$ cat config.mk
export PLATFORM = sky130hd
export DESIGN_NAME = sfdr_top
export DESIGN_NICKNAME = d
export VERILOG_FILES = /design/src/sfdr_pkg.sv /design/src/sfdr_top.sv /design/src/sfdr_regs.sv /design/src/sfdr_burst_match.sv
export SDC_FILE = /design/constraint.sdc
export NUM_CORES = 1
export LEC_CHECK = 0
export BUFFER_PORTS_ARGS = -buffer_cell sky130_fd_sc_hd__buf_2
export CAP_MARGIN = 20
export CORE_MARGIN = 5
export CORE_UTILIZATION = 40
export CTS_CLUSTER_SIZE = 12
export DETAILED_ROUTE_END_ITERATION = 8
export PLACE_DENSITY_LB_ADDON = 0.12
export SETUP_SLACK_MARGIN = 0.02
export SLEW_MARGIN = 20
export SYNTH_ARGS = -nofsm -noshare
export SYNTH_HDL_FRONTEND = slang
export SYNTH_SLANG_ARGS = --single-unit
$ cat constraint.sdc
create_clock -name sys_clk -period 28.4 [get_ports sys_clk]
set_clock_uncertainty 0.2 [all_clocks]
set_input_delay 5.68 -clock sys_clk [delete_from_list [all_inputs] [get_ports sys_clk]]
set_output_delay 5.68 -clock sys_clk [all_outputs]
set_load 0.01 [all_outputs]
$ cat src/sfdr_pkg.sv
// Constants and types shared by the delimiter rate recognition block
package sfdr_pkg;
	// Register offsets
	localparam logic [7:0] OFS_RATE_CFG = 8'h36;
	localparam logic [7:0] OFS_PAT_A = 8'h60;
	localparam logic [7:0] OFS_PAT_B = 8'h61;
	localparam logic [7:0] OFS_PAT_C = 8'h62;
	localparam logic [7:0] OFS_PAT_D = 8'h63;
	localparam logic [7:0] OFS_PAT_E = 8'h64;
	localparam logic [7:0] OFS_PAT_F = 8'h65;
	localparam logic [7:0] OFS_PAT_G = 8'h66;

	// Reset values
	localparam logic [7:0] RST_RATE_CFG = 8'h02;
	localparam logic [7:0] RST_PAT_A = 8'h00;
	localparam logic [7:0] RST_PAT_B = 8'h00;
	localparam logic [7:0] RST_PAT_C = 8'h3b;
	localparam logic [7:0] RST_PAT_D = 8'he5;
	localparam logic [7:0] RST_PAT_E = 8'h4d;
	localparam logic [7:0] RST_PAT_F = 8'ha8;
	localparam logic [7:0] RST_PAT_G = 8'hc8;
	localparam logic [7:0] RD_UNMAPPED = 8'h00;

	// Field positions in rate_select_config
	localparam int BIT_BLOCK_2M = 7;
	localparam int BIT_BLOCK_1M = 6;
	localparam int BIT_BLOCK_500K = 5;
	localparam int BIT_BLOCK_250K_PROP = 4;
	localparam int BIT_BLOCK_250K_STD = 3;
	localparam int BIT_BLOCK_125K = 2;
	localparam int BIT_OPTIMIZED = 1;

	// Fixed standard delimiter and preamble figures
	localparam logic [7:0] SFD_STD_250K = 8'ha7;
	localparam logic [23:0] PRE_1M_SEQ = 24'h0f0f0f;
	localparam logic [19:0] PRE_125K_NIBS = 20'h00000;
	localparam logic [2:0] NIB_AGREE_MIN = 3'h3;
	localparam logic [2:0] NIB_HIST_FULL = 3'h5;
	localparam logic [1:0] OCT_HIST_FULL = 2'h3;

	// Payload byte time per rate, in microseconds
	localparam int CLK_MHZ = 250;
	localparam int BYTE_US_125K = 64;
	localparam int BYTE_US_250K = 32;
	localparam int BYTE_US_500K = 16;
	localparam int BYTE_US_1M = 8;
	localparam int BYTE_US_2M = 4;
	localparam int BYTE_CYC_500K = BYTE_US_500K * CLK_MHZ;
	localparam int BYTE_CYC_1M = BYTE_US_1M * CLK_MHZ;
	localparam int BYTE_CYC_2M = BYTE_US_2M * CLK_MHZ;
	localparam int BYTE_CNT_W = 14;

	typedef enum logic [2:0] {
		RATE_NONE,
		RATE_125K,
		RATE_250K,
		RATE_500K,
		RATE_1M,
		RATE_2M
	} sfdr_rate_t;

	typedef enum logic {
		ST_SEARCH,
		ST_LOCKED
	} sfdr_state_t;
endpackage

$ cat src/sfdr_top.sv
// Start-of-frame delimiter matching and frame rate selection
// Behaviour
// (RULE_01) Matched delimiter picks the frame rate
// (RULE_02) Byte time 64/32/16/8/4 us per rate
// (RULE_03) Block bit drops 2 Mbps frames
// (RULE_04) Block bit drops 1 Mbps frames
// (RULE_05) Block bit drops 500 kbps frames
// (RULE_06) Block bit drops proprietary 250 kbps frames
// (RULE_07) Block bit drops standard 250 kbps frames
// (RULE_08) Block bit drops 125 kbps frames
// (RULE_09) Config bit chooses optimized or legacy scheme
// (RULE_10) Optimized 2 Mbps: pattern a,f exact
// (RULE_11) Optimized 1 Mbps: pattern b,g word
// (RULE_12) Optimized 1 Mbps tolerates two short bursts
// (RULE_13) 125 kbps word is pattern e,f
// (RULE_14) 500 kbps: pattern c, exact
// (RULE_15) 250 kbps: pattern d or fixed a7
// (RULE_16) Host keeps legacy patterns distinct, nonzero
// (RULE_17) Host keeps optimized a,b digits distinct
// (RULE_18) 125 kbps: three of four nibbles
// (RULE_19) 125 kbps timeout once preamble lost
// (RULE_20) 1 Mbps timeout when preamble octets lost
// (RULE_21) Legacy 2M/1M: single octets a,b exact
// (RULE_22) All rates compared in parallel, first wins
`timescale 1ns/1ps
module sfdr_top
	import sfdr_pkg::*;
#(
	parameter int BYTE_CYC_125K = sfdr_pkg::BYTE_US_125K * sfdr_pkg::CLK_MHZ,
	parameter int BYTE_CYC_250K = sfdr_pkg::BYTE_US_250K * sfdr_pkg::CLK_MHZ
) (
	input wire logic sys_clk,
	input wire logic arst_n,
	input wire logic reg_wr_en,
	input wire logic reg_rd_en,
	input wire logic [7:0] reg_addr,
	input wire logic [7:0] reg_wdata,
	output logic [7:0] reg_rdata,
	input wire logic nib_valid,
	input wire logic [3:0] nib_data,
	input wire logic oct_valid,
	input wire logic [7:0] oct_data,
	input wire logic frame_done,
	output logic delimiter_hit,
	output logic delimiter_timeout,
	output sfdr_pkg::sfdr_rate_t frame_rate,
	output logic rate_std_sfd,
	output logic rate_locked,
	output logic [6:0] byte_time_us,
	output logic byte_tick
);
	import sfdr_pkg::*;

	logic [7:0] cfg;
	logic [7:0] pat_a;
	logic [7:0] pat_b;
	logic [7:0] pat_c;
	logic [7:0] pat_d;
	logic [7:0] pat_e;
	logic [7:0] pat_f;
	logic [7:0] pat_g;

	sfdr_regs u_regs (
		.sys_clk(sys_clk),
		.arst_n(arst_n),
		.reg_wr_en(reg_wr_en),
		.reg_rd_en(reg_rd_en),
		.reg_addr(reg_addr),
		.reg_wdata(reg_wdata),
		.reg_rdata(reg_rdata),
		.rate_select_config(cfg),
		.delimiter_pattern_a(pat_a),
		.delimiter_pattern_b(pat_b),
		.delimiter_pattern_c(pat_c),
		.delimiter_pattern_d(pat_d),
		.delimiter_pattern_e(pat_e),
		.delimiter_pattern_f(pat_f),
		.delimiter_pattern_g(pat_g)
	);

	////////////////////////////////////////////////////////////////
	// Helpers

	function automatic logic [2:0] nib_agree(input logic [15:0] a, input logic [15:0] b);
		logic [2:0] n;
		n = 3'h0;
		for (int i = 0; i < 4; i++) begin
			if (a[4*i +: 4] == b[4*i +: 4]) begin
				n = n + 3'h1;
			end
		end
		return n;
	endfunction

	function automatic logic all_nonzero(input logic [19:0] h);
		logic r;
		r = 1'b1;
		for (int i = 0; i < 5; i++) begin
			if (h[4*i +: 4] == 4'h0) begin
				r = 1'b0;
			end
		end
		return r;
	endfunction

	////////////////////////////////////////////////////////////////
	// State

	sfdr_state_t state_r, state_nxt;
	sfdr_rate_t rate_r, rate_nxt;
	logic std_r, std_nxt;
	logic [23:0] oct_hist_r, oct_hist_nxt;
	logic [1:0] oct_cnt_r, oct_cnt_nxt;
	logic [19:0] nib_hist_r, nib_hist_nxt;
	logic [2:0] nib_cnt_r, nib_cnt_nxt;
	logic arm_1m_r, arm_1m_nxt;
	logic arm_125k_r, arm_125k_nxt;
	logic hit_r, hit_nxt;
	logic tmo_r, tmo_nxt;
	logic [6:0] us_r, us_nxt;
	logic [BYTE_CNT_W-1:0] bcyc_r, bcyc_nxt;
	logic [BYTE_CNT_W-1:0] bcnt_r, bcnt_nxt;
	logic tick_r, tick_nxt;

	////////////////////////////////////////////////////////////////
	// Parallel pattern compare

	logic opt;
	logic [23:0] oct_new;
	logic [19:0] nib_new;
	logic [15:0] word_1m;
	logic tol_1m;
	logic m_2m;
	logic m_1m;
	logic m_500k;
	logic m_250p;
	logic m_250s;
	logic m_125k;
	logic any_hit;
	logic t_1m;
	logic t_125k;

	assign oct_new = {oct_hist_r[15:0], oct_data};
	assign nib_new = {nib_hist_r[15:0], nib_data};
	assign word_1m = {pat_b, pat_g};

	sfdr_burst_match u_tol (
		.pattern(word_1m),
		.word(oct_new[15:0]),
		.tol_ok(tol_1m)
	);

	always_comb begin
		// (RULE_09) scheme select
		opt = cfg[BIT_OPTIMIZED];
		m_2m = 1'b0;
		m_1m = 1'b0;
		if (opt) begin
			// (RULE_10) 2 Mbps exact word
			m_2m = (oct_cnt_r != 2'h0) && (oct_new[15:0] == {pat_a, pat_f});
			// (RULE_11) 1 Mbps word compare
			m_1m = (oct_cnt_r != 2'h0) && tol_1m;
		end else begin
			// (RULE_21) legacy single octets
			m_2m = (oct_data == pat_a);
			m_1m = (oct_data == pat_b);
		end
		// (RULE_03) 2 Mbps gate
		m_2m = m_2m && oct_valid && !cfg[BIT_BLOCK_2M];
		// (RULE_04) 1 Mbps gate
		m_1m = m_1m && oct_valid && !cfg[BIT_BLOCK_1M];
		// (RULE_05) (RULE_14) 500 kbps exact
		m_500k = oct_valid && !cfg[BIT_BLOCK_500K] && (oct_data == pat_c);
		// (RULE_06) (RULE_15) proprietary 250 kbps
		m_250p = oct_valid && !cfg[BIT_BLOCK_250K_PROP] && (oct_data == pat_d);
		// (RULE_07) (RULE_15) standard 250 kbps
		m_250s = oct_valid && !cfg[BIT_BLOCK_250K_STD] && (oct_data == SFD_STD_250K);
		// (RULE_08) (RULE_13) (RULE_18) 125 kbps nibble vote
		m_125k = nib_valid && !cfg[BIT_BLOCK_125K] && (nib_cnt_r >= 3'h3)
			&& (nib_agree(nib_new[15:0], {pat_e, pat_f}) >= NIB_AGREE_MIN);
		any_hit = m_2m || m_1m || m_500k || m_250p || m_250s || m_125k;
		// (RULE_20) 1 Mbps preamble lost
		t_1m = opt && oct_valid && arm_1m_r && (oct_new != PRE_1M_SEQ) && !any_hit;
		// (RULE_19) 125 kbps preamble lost
		t_125k = nib_valid && arm_125k_r && all_nonzero(nib_new) && !any_hit;
	end

	////////////////////////////////////////////////////////////////
	// Search and lock sequencing

	always_comb begin
		state_nxt = state_r;
		rate_nxt = rate_r;
		std_nxt = std_r;
		oct_hist_nxt = oct_hist_r;
		oct_cnt_nxt = oct_cnt_r;
		nib_hist_nxt = nib_hist_r;
		nib_cnt_nxt = nib_cnt_r;
		arm_1m_nxt = arm_1m_r;
		arm_125k_nxt = arm_125k_r;
		hit_nxt = 1'b0;
		tmo_nxt = 1'b0;
		us_nxt = us_r;
		bcyc_nxt = bcyc_r;
		case (state_r)
			ST_SEARCH: begin
				if (oct_valid) begin
					oct_hist_nxt = oct_new;
					if (oct_cnt_r != OCT_HIST_FULL) begin
						oct_cnt_nxt = oct_cnt_r + 2'h1;
					end
					if (oct_new == PRE_1M_SEQ) begin
						arm_1m_nxt = 1'b1;
					end
				end
				if (nib_valid) begin
					nib_hist_nxt = nib_new;
					if (nib_cnt_r != NIB_HIST_FULL) begin
						nib_cnt_nxt = nib_cnt_r + 3'h1;
					end
					if ((nib_cnt_r >= 3'h4) && (nib_new == PRE_125K_NIBS)) begin
						arm_125k_nxt = 1'b1;
					end
				end
				// (RULE_22) fixed priority among same-cycle matches
				if (any_hit) begin
					hit_nxt = 1'b1;
					state_nxt = ST_LOCKED;
					std_nxt = 1'b0;
					// (RULE_01) rate from matched pattern
					// (RULE_02) byte time per rate
					if (m_2m) begin
						rate_nxt = RATE_2M;
						us_nxt = 7'(BYTE_US_2M);
						bcyc_nxt = BYTE_CNT_W'(BYTE_CYC_2M);
					end else if (m_1m) begin
						rate_nxt = RATE_1M;
						us_nxt = 7'(BYTE_US_1M);
						bcyc_nxt = BYTE_CNT_W'(BYTE_CYC_1M);
					end else if (m_500k) begin
						rate_nxt = RATE_500K;
						us_nxt = 7'(BYTE_US_500K);
						bcyc_nxt = BYTE_CNT_W'(BYTE_CYC_500K);
					end else if (m_250p || m_250s) begin
						rate_nxt = RATE_250K;
						std_nxt = !m_250p;
						us_nxt = 7'(BYTE_US_250K);
						bcyc_nxt = BYTE_CNT_W'(BYTE_CYC_250K);
					end else begin
						rate_nxt = RATE_125K;
						us_nxt = 7'(BYTE_US_125K);
						bcyc_nxt = BYTE_CNT_W'(BYTE_CYC_125K);
					end
				end else if (t_1m || t_125k) begin
					// Reception restarts from a clean history
					tmo_nxt = 1'b1;
					oct_hist_nxt = 24'h000000;
					oct_cnt_nxt = 2'h0;
					nib_hist_nxt = 20'h00000;
					nib_cnt_nxt = 3'h0;
					arm_1m_nxt = 1'b0;
					arm_125k_nxt = 1'b0;
				end
			end
			ST_LOCKED: begin
				if (frame_done) begin
					state_nxt = ST_SEARCH;
					rate_nxt = RATE_NONE;
					std_nxt = 1'b0;
					oct_hist_nxt = 24'h000000;
					oct_cnt_nxt = 2'h0;
					nib_hist_nxt = 20'h00000;
					nib_cnt_nxt = 3'h0;
					arm_1m_nxt = 1'b0;
					arm_125k_nxt = 1'b0;
				end
			end
			default: begin
				state_nxt = ST_SEARCH;
			end
		endcase
	end

	always_ff @(posedge sys_clk or negedge arst_n) begin
		if (!arst_n) begin
			state_r <= ST_SEARCH;
			rate_r <= RATE_NONE;
			std_r <= 1'b0;
			oct_hist_r <= 24'h000000;
			oct_cnt_r <= 2'h0;
			nib_hist_r <= 20'h00000;
			nib_cnt_r <= 3'h0;
			arm_1m_r <= 1'b0;
			arm_125k_r <= 1'b0;
			hit_r <= 1'b0;
			tmo_r <= 1'b0;
			us_r <= 7'h00;
			bcyc_r <= '0;
		end else begin
			state_r <= state_nxt;
			rate_r <= rate_nxt;
			std_r <= std_nxt;
			oct_hist_r <= oct_hist_nxt;
			oct_cnt_r <= oct_cnt_nxt;
			nib_hist_r <= nib_hist_nxt;
			nib_cnt_r <= nib_cnt_nxt;
			arm_1m_r <= arm_1m_nxt;
			arm_125k_r <= arm_125k_nxt;
			hit_r <= hit_nxt;
			tmo_r <= tmo_nxt;
			us_r <= us_nxt;
			bcyc_r <= bcyc_nxt;
		end
	end

	////////////////////////////////////////////////////////////////
	// Payload byte timer

	// (RULE_02) one tick per payload byte time
	always_comb begin
		bcnt_nxt = '0;
		tick_nxt = 1'b0;
		if (state_r == ST_LOCKED && !frame_done) begin
			if (bcnt_r == bcyc_r - BYTE_CNT_W'(1)) begin
				tick_nxt = 1'b1;
			end else begin
				bcnt_nxt = bcnt_r + BYTE_CNT_W'(1);
			end
		end
	end

	always_ff @(posedge sys_clk or negedge arst_n) begin
		if (!arst_n) begin
			bcnt_r <= '0;
			tick_r <= 1'b0;
		end else begin
			bcnt_r <= bcnt_nxt;
			tick_r <= tick_nxt;
		end
	end

	assign delimiter_hit = hit_r;
	assign delimiter_timeout = tmo_r;
	assign frame_rate = rate_r;
	assign rate_std_sfd = std_r;
	assign rate_locked = (state_r == ST_LOCKED);
	assign byte_time_us = us_r;
	assign byte_tick = tick_r;
endmodule

$ cat src/sfdr_regs.sv
// Host register file for rate configuration and delimiter patterns
`timescale 1ns/1ps
module sfdr_regs
	import sfdr_pkg::*;
(
	input wire logic sys_clk,
	input wire logic arst_n,
	input wire logic reg_wr_en,
	input wire logic reg_rd_en,
	input wire logic [7:0] reg_addr,
	input wire logic [7:0] reg_wdata,
	output logic [7:0] reg_rdata,
	output logic [7:0] rate_select_config,
	output logic [7:0] delimiter_pattern_a,
	output logic [7:0] delimiter_pattern_b,
	output logic [7:0] delimiter_pattern_c,
	output logic [7:0] delimiter_pattern_d,
	output logic [7:0] delimiter_pattern_e,
	output logic [7:0] delimiter_pattern_f,
	output logic [7:0] delimiter_pattern_g
);
	logic [7:0] regs_r [0:7];
	logic [7:0] regs_nxt [0:7];
	logic [7:0] rdata_r;
	logic [7:0] rdata_nxt;
	logic [2:0] idx;
	logic hit;

	////////////////////////////////////////////////////////////////
	always_comb begin
		hit = 1'b1;
		idx = 3'h0;
		case (reg_addr)
			OFS_RATE_CFG: idx = 3'h0;
			OFS_PAT_A: idx = 3'h1;
			OFS_PAT_B: idx = 3'h2;
			OFS_PAT_C: idx = 3'h3;
			OFS_PAT_D: idx = 3'h4;
			OFS_PAT_E: idx = 3'h5;
			OFS_PAT_F: idx = 3'h6;
			OFS_PAT_G: idx = 3'h7;
			default: hit = 1'b0;
		endcase
		regs_nxt = regs_r;
		if (reg_wr_en && hit) begin
			regs_nxt[idx] = reg_wdata;
		end
		rdata_nxt = rdata_r;
		if (reg_rd_en) begin
			rdata_nxt = hit ? regs_r[idx] : RD_UNMAPPED;
		end
	end

	always_ff @(posedge sys_clk or negedge arst_n) begin
		if (!arst_n) begin
			regs_r[0] <= RST_RATE_CFG;
			regs_r[1] <= RST_PAT_A;
			regs_r[2] <= RST_PAT_B;
			regs_r[3] <= RST_PAT_C;
			regs_r[4] <= RST_PAT_D;
			regs_r[5] <= RST_PAT_E;
			regs_r[6] <= RST_PAT_F;
			regs_r[7] <= RST_PAT_G;
			rdata_r <= RD_UNMAPPED;
		end else begin
			regs_r <= regs_nxt;
			rdata_r <= rdata_nxt;
		end
	end

	assign reg_rdata = rdata_r;
	assign rate_select_config = regs_r[0];
	assign delimiter_pattern_a = regs_r[1];
	assign delimiter_pattern_b = regs_r[2];
	assign delimiter_pattern_c = regs_r[3];
	assign delimiter_pattern_d = regs_r[4];
	assign delimiter_pattern_e = regs_r[5];
	assign delimiter_pattern_f = regs_r[6];
	assign delimiter_pattern_g = regs_r[7];
endmodule

$ cat src/sfdr_burst_match.sv
// Tolerant 16-bit delimiter compare allowing up to two short error bursts
`timescale 1ns/1ps
module sfdr_burst_match (
	input wire logic [15:0] pattern,
	input wire logic [15:0] word,
	output logic tol_ok
);
	logic [15:0] diff;
	logic [4:0] starts;
	logic long_run;

	// (RULE_12) burst tolerant compare
	// Bit 15 and bit 0 count as neighbours, so end errors form one burst
	always_comb begin
		diff = pattern ^ word;
		starts = 5'h00;
		long_run = 1'b0;
		for (int i = 0; i < 16; i++) begin
			if (diff[i] && !diff[(i + 15) % 16]) begin
				starts = starts + 5'h01;
			end
			if (diff[i] && diff[(i + 1) % 16] && diff[(i + 2) % 16]) begin
				long_run = 1'b1;
			end
		end
		tol_ok = !long_run && (starts <= 5'h02);
	end
endmodule

* Yosys cells after proc, flatten, opt, wreduce, memory -nomap -nowiden *
Index checks and enable logic that the tools add are counted.

storage, ports and cells
  ROM bits = 0
  output and inout port bits = 23
  bits in writable memories = 0
  memories kept = 0
  logic and storage cells = 314
  register bits after elaboration = 166
  input port bits = 35
  latch bits = 0

cells by class
  div/mod/pow operators = 0
  bitwise gates (word level) = 3
  shift-type cells = 0
  magnitude comparators = 6
  $add $sub $neg = 22
  reduce and logical (&&, ||, !) cells = 118
  equality and inequality tests = 25
  mux-type cells = 116
  multiply operators = 0

operator list
  operator              number
  $mux 24               4
  $mux 14               6
  $mux 20               4
  $logic_and 1x1->1     75
  $mux 5                15
  $add 5x1->5 const B   14
  $bwmux 64             1
  $eq 8x7->1 const B    7
  $mux 1                48
  $pmux 24 s2           1
  $pmux 20 s2           1
  $mux 3                11
  $eq 8x8->1            4
  $mux 8                4
  $mux 7                4
  $logic_not 1->1       26
  $bmux 8 s3            1
  $demux 8 s3           1
  $eq 24x20->1 const B  1
  $ne 24x20->1 const B  1
  $pmux 3 s7            1
  $logic_not 20->1      1
  $logic_not 4->1       5
  $eq 16x16->1          1
  other kinds (27)      53

* Depth between registers and ports, before layout *
Gate-level depths: netlist of run 1.

  depth after elaboration = 51
  gate-level depth with buffers = 52
  gate-level depth less buffers = 49

* Hierarchy *
A second synthesis of run 1 with hierarchy kept.

second synthesis, totals
  cell total of the unflattened synthesis = 1012
  area total of the unflattened synthesis = 10209.8 um2

modules (own cells, without submodules)
  module            times used  cells each  area each (um2)
  sfdr_top          1           453         4611.9
  sfdr_regs         1           290         3648.5
  sfdr_burst_match  1           269         1949.4

* Least setup slack after synthesis of run 1 *
Ideal clock, no wire load.

  path kind = input port to flip-flop
  start point = in oct_data[1]
  end point = reg nib_hist_r[10]
  path buffers = 3
  setup slack = 12.768 ns
  data arrival time = 15.311 ns
  required time = 28.078 ns
  cell stages on the path = 50
  library setup time = 0.122 ns
  cell sequence = buf_4 -> xnor2_1 -> and4_1 -> clkbuf_1 -> a21oi_1 -> ha_1 -> and3_1 -> or2_2 -> ha_1 -> nor3_1 -> nor2_1 -> ha_1 -> nor3_1 -> or2_1 -> nor2_1 -> ha_1 -> nand2_1 -> o31ai_1 -> (+14 left out) -> a21oi_1 -> ha_1 -> o22ai_1 -> a21oi_1 -> ha_1 -> mux2_2 -> ha_1 -> mux2_2 -> ha_1 -> nand2_1 -> nand2_1 -> o2111a_1 -> or4_1 -> a31o_1 -> a21boi_4 -> nor3_4 -> buf_6 -> a32o_1

between the ends
  word-level cells in the longest chain between the ends = 48
  elaborated cells between the ends (all ways) = 88

ends and longest elaborated chain
  what                                  RTL line                          RTL
  start, declared                       sfdr_top.sv:42                    input wire logic [7:0] oct_data,
  $xor 16x16->16                        sfdr_burst_match.sv:15            diff = pattern ^ word;
  $logic_and 1x1->1                     sfdr_burst_match.sv:19            if (diff[i] && !diff[(i + 15) % 16]) begin
  $mux 5                                sfdr_burst_match.sv:19
  $add 5x1->5                           sfdr_burst_match.sv:20            starts = starts + 5'h01;
  $mux 5                                sfdr_burst_match.sv:19
  $add 5x1->5                           sfdr_burst_match.sv:20
  $mux 5                                sfdr_burst_match.sv:19
  $add 5x1->5                           sfdr_burst_match.sv:20
  (+27 left out)                        n/a
  $logic_and 1x1->1 (2 in series)       sfdr_top.sv:171                   m_1m = m_1m && oct_valid && !cfg[BIT_BLOCK_1M];
  $logic_or 1x1->1 (5 in series)        sfdr_top.sv:181                   any_hit = m_2m || m_1m || m_500k || m_250p || m_250s || m_125k;
  $logic_not 1->1                       sfdr_top.sv:183, sfdr_top.sv:185
  $logic_and 1x1->1 (on tied branches)  sfdr_top.sv:183, sfdr_top.sv:185
  $logic_or 1x1->1                      sfdr_top.sv:254                   end else if (t_1m || t_125k) begin
  $mux 20                               sfdr_top.sv:254
  $mux 20 (*)                           sfdr_top.sv:226                   if (any_hit) begin
  $pmux 20 s2 (*)                       sfdr_top.sv:205                   case (state_r)
  end signal, assigned                  sfdr_top.sv:305                   nib_hist_r <= nib_hist_nxt;
  end, declared                         sfdr_top.sv:114                   logic [19:0] nib_hist_r, nib_hist_nxt;

Mark *: on every way between the ends. The rest lies on a longest branch, timed or not.
A chain may end at the register's enable or synchronous reset.

* Final worst setup path of run 1 *
  start point = in oct_data[0]
  end point = reg nib_hist_r[1]

between the ends
  word-level cells in the longest chain between the ends = 50
  elaborated cells between the ends (all ways) = 90

ends and longest elaborated chain
  what                                  RTL line
  $xor 16x16->16                        sfdr_burst_match.sv:15
  $logic_and 1x1->1                     sfdr_burst_match.sv:19
  $mux 1                                sfdr_burst_match.sv:19
  $add 1x1->2                           sfdr_burst_match.sv:20
  $mux 5                                sfdr_burst_match.sv:19
  $add 5x1->5                           sfdr_burst_match.sv:20
  $mux 5                                sfdr_burst_match.sv:19
  $add 5x1->5                           sfdr_burst_match.sv:20
  (+29 left out)                        n/a
  $logic_and 1x1->1 (2 in series)       sfdr_top.sv:171
  $logic_or 1x1->1 (5 in series)        sfdr_top.sv:181
  $logic_not 1->1                       sfdr_top.sv:183, sfdr_top.sv:185
  $logic_and 1x1->1 (on tied branches)  sfdr_top.sv:183, sfdr_top.sv:185
  $logic_or 1x1->1                      sfdr_top.sv:254
  $mux 20                               sfdr_top.sv:254
  $mux 20 (*)                           sfdr_top.sv:226
  $pmux 20 s2 (*)                       sfdr_top.sv:205

Marked as above.

==> metrics.txt, run 1 <==
status completed; WS Path Type in2reg; PwrDens 78.81 nW/um^2; Post-synth top flop dfrtp_1; clk_lat worst skew 0.43 ns; GR Overflow Total 0; worst rel slew slack 32.21%; DRC Markers 0; DIE AREA 27,500 um^2; P&R area growth vs syn 11.24%; Final Instance Area 10,810 um^2; pin count of the biggest net entering global routing 98; Ports 58; TNS Setup 0 ns; final period utilization 57.57%; highest clock rate 61.16 MHz; Routed WL 27,460 um; Max Cap Viol 0; TritonCTS clock tree done; layout cells sized above 1 20.78%; Critical Path End nib_hist_r[1]; RR Endpoint nib_hist_r[1]; Die W 165.8 um; core area 24,110 um^2; vias per cell 5.707; CP arrival 16.46 ns; Initial Util 40.30%; Port-buffer cells 55; most frequent CP cell ha_1; drt wl/cell 20.36 um; P_sw 334.6 uW; Crit Path Max Fanout 16; Seq cells post-synth 146; Final GP Congestion 0.8630; Worst path slowest cell or4_1; dpl ws 11.65 ns; CTS-repair resized insts 0; first-pass GRT wire length 44,150 um; CP Launch Point oct_data[0]; Detailed Place HPWL 20,400 um; initial antenna violation count 0; max incr delay on CP 0.54 ns; number of H-tree levels 4; Cell variety after synth 91; asr flop ratio synth 100.0%; CTS Sinks 146; overall power 851.7 uW; Critical Path End Type flop; num rows 57; Syn Area/Cell 9.902 um^2; DRT iter0 DRCs 520; cell internal pwr 517.1 uW; RSZ-0062 raised after global routing no; setup violators final 0; GRT Util Overall 19.82%; Root Buffer clkbuf_16; register share of total power 33.6%; nets 1,069; worst-margin pin slew 1.003 ns; VDD IR max 36.41 uV; Seq/Total Area, Yosys 37.88%; Worst R2R Path Depth 48; Synth Cell Area 9714 um^2; combinational power share 39.5%; Clock Tree Buf Depth 2; Worst-path clk slew 0.07 ns; Synth top area share 32.20%; antenna fix cells 0; Net Sw Frac 39.29%; DRT Pass-1 Iters 5; R2R Path Start u_regs.delimiter_pattern_g[0]; Worst EP required 28.51 ns; Static Leak 0.004621 uW; vias in the first global route 7,685; Startpoint Class input pin; Tmin final 16.35 ns; dominant cell type by area after synthesis dfrtp_1; setup ws final 12.05 ns; EDFF count, synth 0; Final Hold Fails 0; Slew Limit Fails 0; total CTS buffers 17; CTS Hold Buffers Added 0; HP Class reg2reg; setup bufs post-CTS 0; total number of vias 7,699; Final ANT Viol Nets 0; placed cell areas 10,190 um^2; Ys Warns 0; top post-synthesis cells by area dfrtp_1, mux2_2, xnor2_1; cell count after synthesis 981; power share of the clock group 26.8%; die span in y 165.8 um; FF-to-FF setup slack 17.05 ns
[layer usage]
layer  vias up  wire length [um]  part of all wire (%)  track usage (%)
met5         -                 0                     0                0
met4         0               638                   2.3            5.811
met3        36               800                   2.9            2.690
met2       176             13260                    48            33.31
met1      3812             12760                    46            26.83
li1       3675                 -                     -                -
[cells in the final DEF, fill, tap and decap left out, types with 17 or more instances in the layout]
master / n
nor2_1: 69
xor2_1: 51
nor4_1: 18
clkbuf_16: 17
dfstp_2: 21
mux2_2: 69
nand2_1: 81
inv_1: 25
nor3_1: 24
dfrtp_1: 125
xnor2_1: 75
buf_2: 54
a21oi_1: 30
ha_1: 22
a32o_1: 24
o21ai_0: 23
nand3_1: 38
a22o_1: 20
[cells by family (layout without fill, tap and decap cells)]
kind of cell | Yosys count | in the layout | share of synthesized area, %
adder cells (fa/ha/maj) | 22 | 22 | 2.834
other | 1 | 2 | 0.03860
AND/OR/NAND/NOR | 314 | 314 | 16.34
buffers and inverters | 76 | 119 | 3.735
AO/OA/AOI/OAI | 208 | 208 | 16.51
XOR/XNOR | 137 | 137 | 13.76
flip-flops | 146 | 146 | 37.88
multiplexers | 77 | 77 | 8.900
[stage by stage]
stage | instances | hold slack, ns | utilization [%]
after CTS | 1349 | 0.2646 | 44.78
after floorplan | 982 | 0.2329 | -
after global placement | 1317 | 0.2491 | 42.29
after global routing | 1349 | 0.2827 | 44.83
after detailed placement | 1317 | 0.2544 | 42.29
final | 1349 | 0.2587 | 44.83
[area by class of cell]
cell class,count,area (um^2)
fillers,2352,13300
multi-input cells,760,5695
flip-flops and latches,146,3680
clock buffers,18,439.2
well taps,324,405.4
repair buffers,60,319.1
clock inverters,14,161.4
inverters,27,106.4
[power by group through the flow]
stage / Combinational (uW) / Clock (uW) / Sequential, uW
floorplan: 276 / 0 / 270
finish: 337 / 229 / 286
CTS: 336 / 235 / 286
global route: 379 / 243 / 292
detailed placement: 334 / 0 / 290
global placement: 331 / 0 / 290
[registers in the layout, indices dropped and copies added, names as in the netlist, 2 cells and up]
| name | count |
|---|---|
| nib_hist_r | 16 |
| oct_hist_r | 16 |
| bcnt_r | 14 |
| bcyc_r | 9 |
| u_regs.delimiter_pattern_a | 8 |
| u_regs.delimiter_pattern_b | 8 |
| u_regs.delimiter_pattern_c | 8 |
| u_regs.delimiter_pattern_d | 8 |
| u_regs.delimiter_pattern_e | 8 |
| u_regs.delimiter_pattern_f | 8 |
| u_regs.delimiter_pattern_g | 8 |
| u_regs.rate_select_config | 8 |
| u_regs.reg_rdata | 8 |
| byte_time_us | 4 |
| frame_rate | 3 |
| nib_cnt_r | 3 |
| oct_cnt_r | 2 |
[cell usage after synthesis (15+ instances only)]
master    count
dfstp_2      21
a22o_1       20
nor3_1       24
a32o_1       24
and3_1       15
xnor2_1      75
nor4_1       18
dfrtp_1     125
o21ai_0      23
inv_1        25
nand2_1      81
ha_1         22
clkbuf_1     27
xor2_1       51
nor2_1       70
nand3_1      38
a21oi_1      30
mux2_2       69
[worst min path at each step]
stage           endpoint      start  slack (ns)  cells after the start
3_5_place_dp   bcnt_r[0]  bcnt_r[0]        0.25                      1
4_1_cts        bcnt_r[0]  bcnt_r[0]        0.26                      1
5_1_grt        bcnt_r[0]  bcnt_r[0]        0.28                      1
6_report       bcnt_r[0]  bcnt_r[0]        0.26                      1
3_3_place_gp   bcnt_r[0]  bcnt_r[0]        0.25                      1
2_1_floorplan  bcnt_r[0]  bcnt_r[0]        0.23                      1
[worst max-delay path, delay by kind of cell]
family,cells,cell delay [ns]
xor+xnor,1,0.22
buf+inv,2,0.35
mux,4,1.19
compound gates,10,2.04
simple gates,19,3.13
fa+ha+maj,13,3.81
Power figures use the tool's default switching activity.
==> inputs of run 2 (changes only) <==
clock period = 16 ns   (was 28.4 ns; I/O delays follow)
==> run 2 against run 1 <==
Hold slack improved by 0.0028 ns. Final cell count did not move. Setup slack got worse by 9.9 ns. Register-to-register slack got worse by 12 ns. Count of clock-buffer cells in the layout did not move. Sequential cell count did not move. Wire length rose by 0.45%. Combinational power rose by 78%. First-iteration DRC count rose by 7.5%. Clock power rose by 79%.
==> metrics.txt, run 2 (synthesized netlist as in run 1, its figures left out) <==
RR Endpoint nib_hist_r[3] (was nib_hist_r[1]); VDD IR max 56.14 uV (was 36.41 uV); overall power 1517 uW (was 851.7 uW); clk_lat worst skew 0.44 ns (was 0.43 ns); CP Launch Point oct_data[0] (unchanged); Worst EP required 16.12 ns (was 28.51 ns); Layout Cells excl Fill 1,349 (unchanged); total CTS buffers 17 (unchanged); CTS Hold Buffers Added 0 (unchanged); R2R Path Start u_regs.delimiter_pattern_g[0] (unchanged); setup bufs post-CTS 0 (unchanged); Worst-path clk slew 0.07 ns (about the same); Startpoint Class input pin (unchanged); Die W 165.8 um (unchanged); Slew Limit Fails 0 (unchanged); DRT Pass-1 Iters 5 (unchanged); Final ANT Viol Nets 0 (unchanged); Crit Path Max Fanout 16 (unchanged); Ports 58 (unchanged); HP Class reg2reg (unchanged); first-pass GRT wire length 43,910 um (was 44,150 um); worst-margin pin slew 0.9906 ns (was 1.003 ns); Final Hold Fails 0 (unchanged); initial antenna violation count 0 (unchanged); worst rel slew slack 33.03% (was 32.21%); Worst path slowest cell or4_1 (unchanged); DRC Markers 0 (unchanged); nets 1,069 (unchanged); Initial Util 40.30% (unchanged); Clock Tree Buf Depth 2 (unchanged); Critical Path End nib_hist_r[3] (was nib_hist_r[1]); most frequent CP cell ha_1 (unchanged); die span in y 165.8 um (unchanged); pin count of the biggest net entering global routing 98 (unchanged); Port-buffer cells 55 (unchanged); Max Cap Viol 0 (unchanged); RSZ-0062 raised after global routing no (unchanged); setup violators final 0 (unchanged); GR Overflow Total 0 (unchanged); drt wl/cell 20.45 um (was 20.36 um); placed cells 1,317 (unchanged); total number of vias 7,682 (was 7,699); Core Util, Final 44.84% (was 44.83%); Tmin final 13.89 ns; vias per cell 5.695 (was 5.707); layout cells sized above 1 20.78% (unchanged); Static Leak 0.004620 uW (was 0.004621 uW); final period utilization 86.84%; CP arrival 14.01 ns (was 16.46 ns); Routed WL 27,580 um (was 27,460 um); DIE AREA 27,500 um^2 (unchanged); Root Buffer clkbuf_16 (unchanged); CTS Sinks 146 (unchanged); TNS Setup 0 ns (unchanged); Worst R2R Path Depth 48 (unchanged); antenna fix cells 0 (unchanged); biggest regs nib_hist_r: 16 flops, oct_hist_r: 16 flops, bcnt_r: 14 flops (unchanged); most frequent cells in the layout dfrtp_1, nand2_1, xnor2_1 (unchanged); status completed (unchanged); GRT Util Overall 19.80% (was 19.82%); highest clock rate 71.97 MHz; WS Path Type in2reg (unchanged); FF-to-FF setup slack 4.61 ns (was 17.05 ns); core area 24,110 um^2 (unchanged); TritonCTS clock tree done (unchanged); CTS-repair resized insts 0 (unchanged); vias in the first global route 7,592 (was 7,685); Detailed Place HPWL 20,320 um (was 20,400 um); Final GP Congestion 0.8630 (unchanged); num rows 57 (unchanged); most common cell after layout, fill and taps aside dfrtp_1 (unchanged); max incr delay on CP 0.54 ns (about the same); DRT iter0 DRCs 559 (was 520); HP Start bcnt_r[0] (unchanged); number of H-tree levels 4 (unchanged); PwrDens 140.3 nW/um^2 (was 78.81 nW/um^2); P&R area growth vs syn 11.27% (was 11.24%); Critical Path End Type flop (unchanged)
-- run 2: worst min-delay path by stage --
| stage | endpoint | slack (ns) | depth (start not counted) |
|---|---|---|---|
| floorplan | bcnt_r[0] | 0.23 | 1 |
| global placement | bcnt_r[0] | 0.25 | 1 |
| detailed placement | bcnt_r[0] | 0.25 | 1 |
| CTS | bcnt_r[0] | 0.26 | 1 |
| global route | bcnt_r[0] | 0.28 | 1 |
| finish | bcnt_r[0] | 0.26 | 1 |
-- run 2: power breakdown --
group          switching (uW)  total (uW)  internal [uW]
combinational             336         599            262
clock                     183         409            226
sequential               79.7         508            429
total                     599        1520            918
-- run 2: critical path: cells and delay by family --
kind / cells / cell delay, ns
AOI/OAI and AO/OA: 10 / 2.05
xor gates and xnor gates: 1 / 0.21
adders and majority gates: 13 / 3.81
buffers and inverters: 2 / 0.34
muxes: 4 / 1.20
and+or+nand+nor: 19 / 3.19
-- run 2: routing by layer --
layer / track usage [%] / vias to the layer above / share of wire [%]
li1: - / 3691 / -
met1: 26.85 / 3778 / 46
met2: 32.46 / 175 / 48
met3: 2.642 / 38 / 3.2
met4: 7.353 / 0 / 2.6
met5: 0 / - / 0
-- run 2: stage by stage --
step	worst slack, ns	hold WS [ns]	area [um^2]
2_1_floorplan	2.848	0.2329	9718
3_3_place_gp	1.970	0.2495	10190
3_5_place_dp	1.724	0.2544	10190
4_1_cts	2.143	0.2640	10800
5_1_grt	1.378	0.2827	10810
6_report	2.105	0.2615	10810
-- run 2: cell type report --
type	count	area [um^2]
Clock inverter	14	163.9
Multi-Input combinational cell	760	5695
Inverter	27	106.4
Fill cell	2401	13300
Timing Repair Buffer	60	319.1
Sequential cell	146	3680
Tap cell	324	405.4
Clock buffer	18	439.2
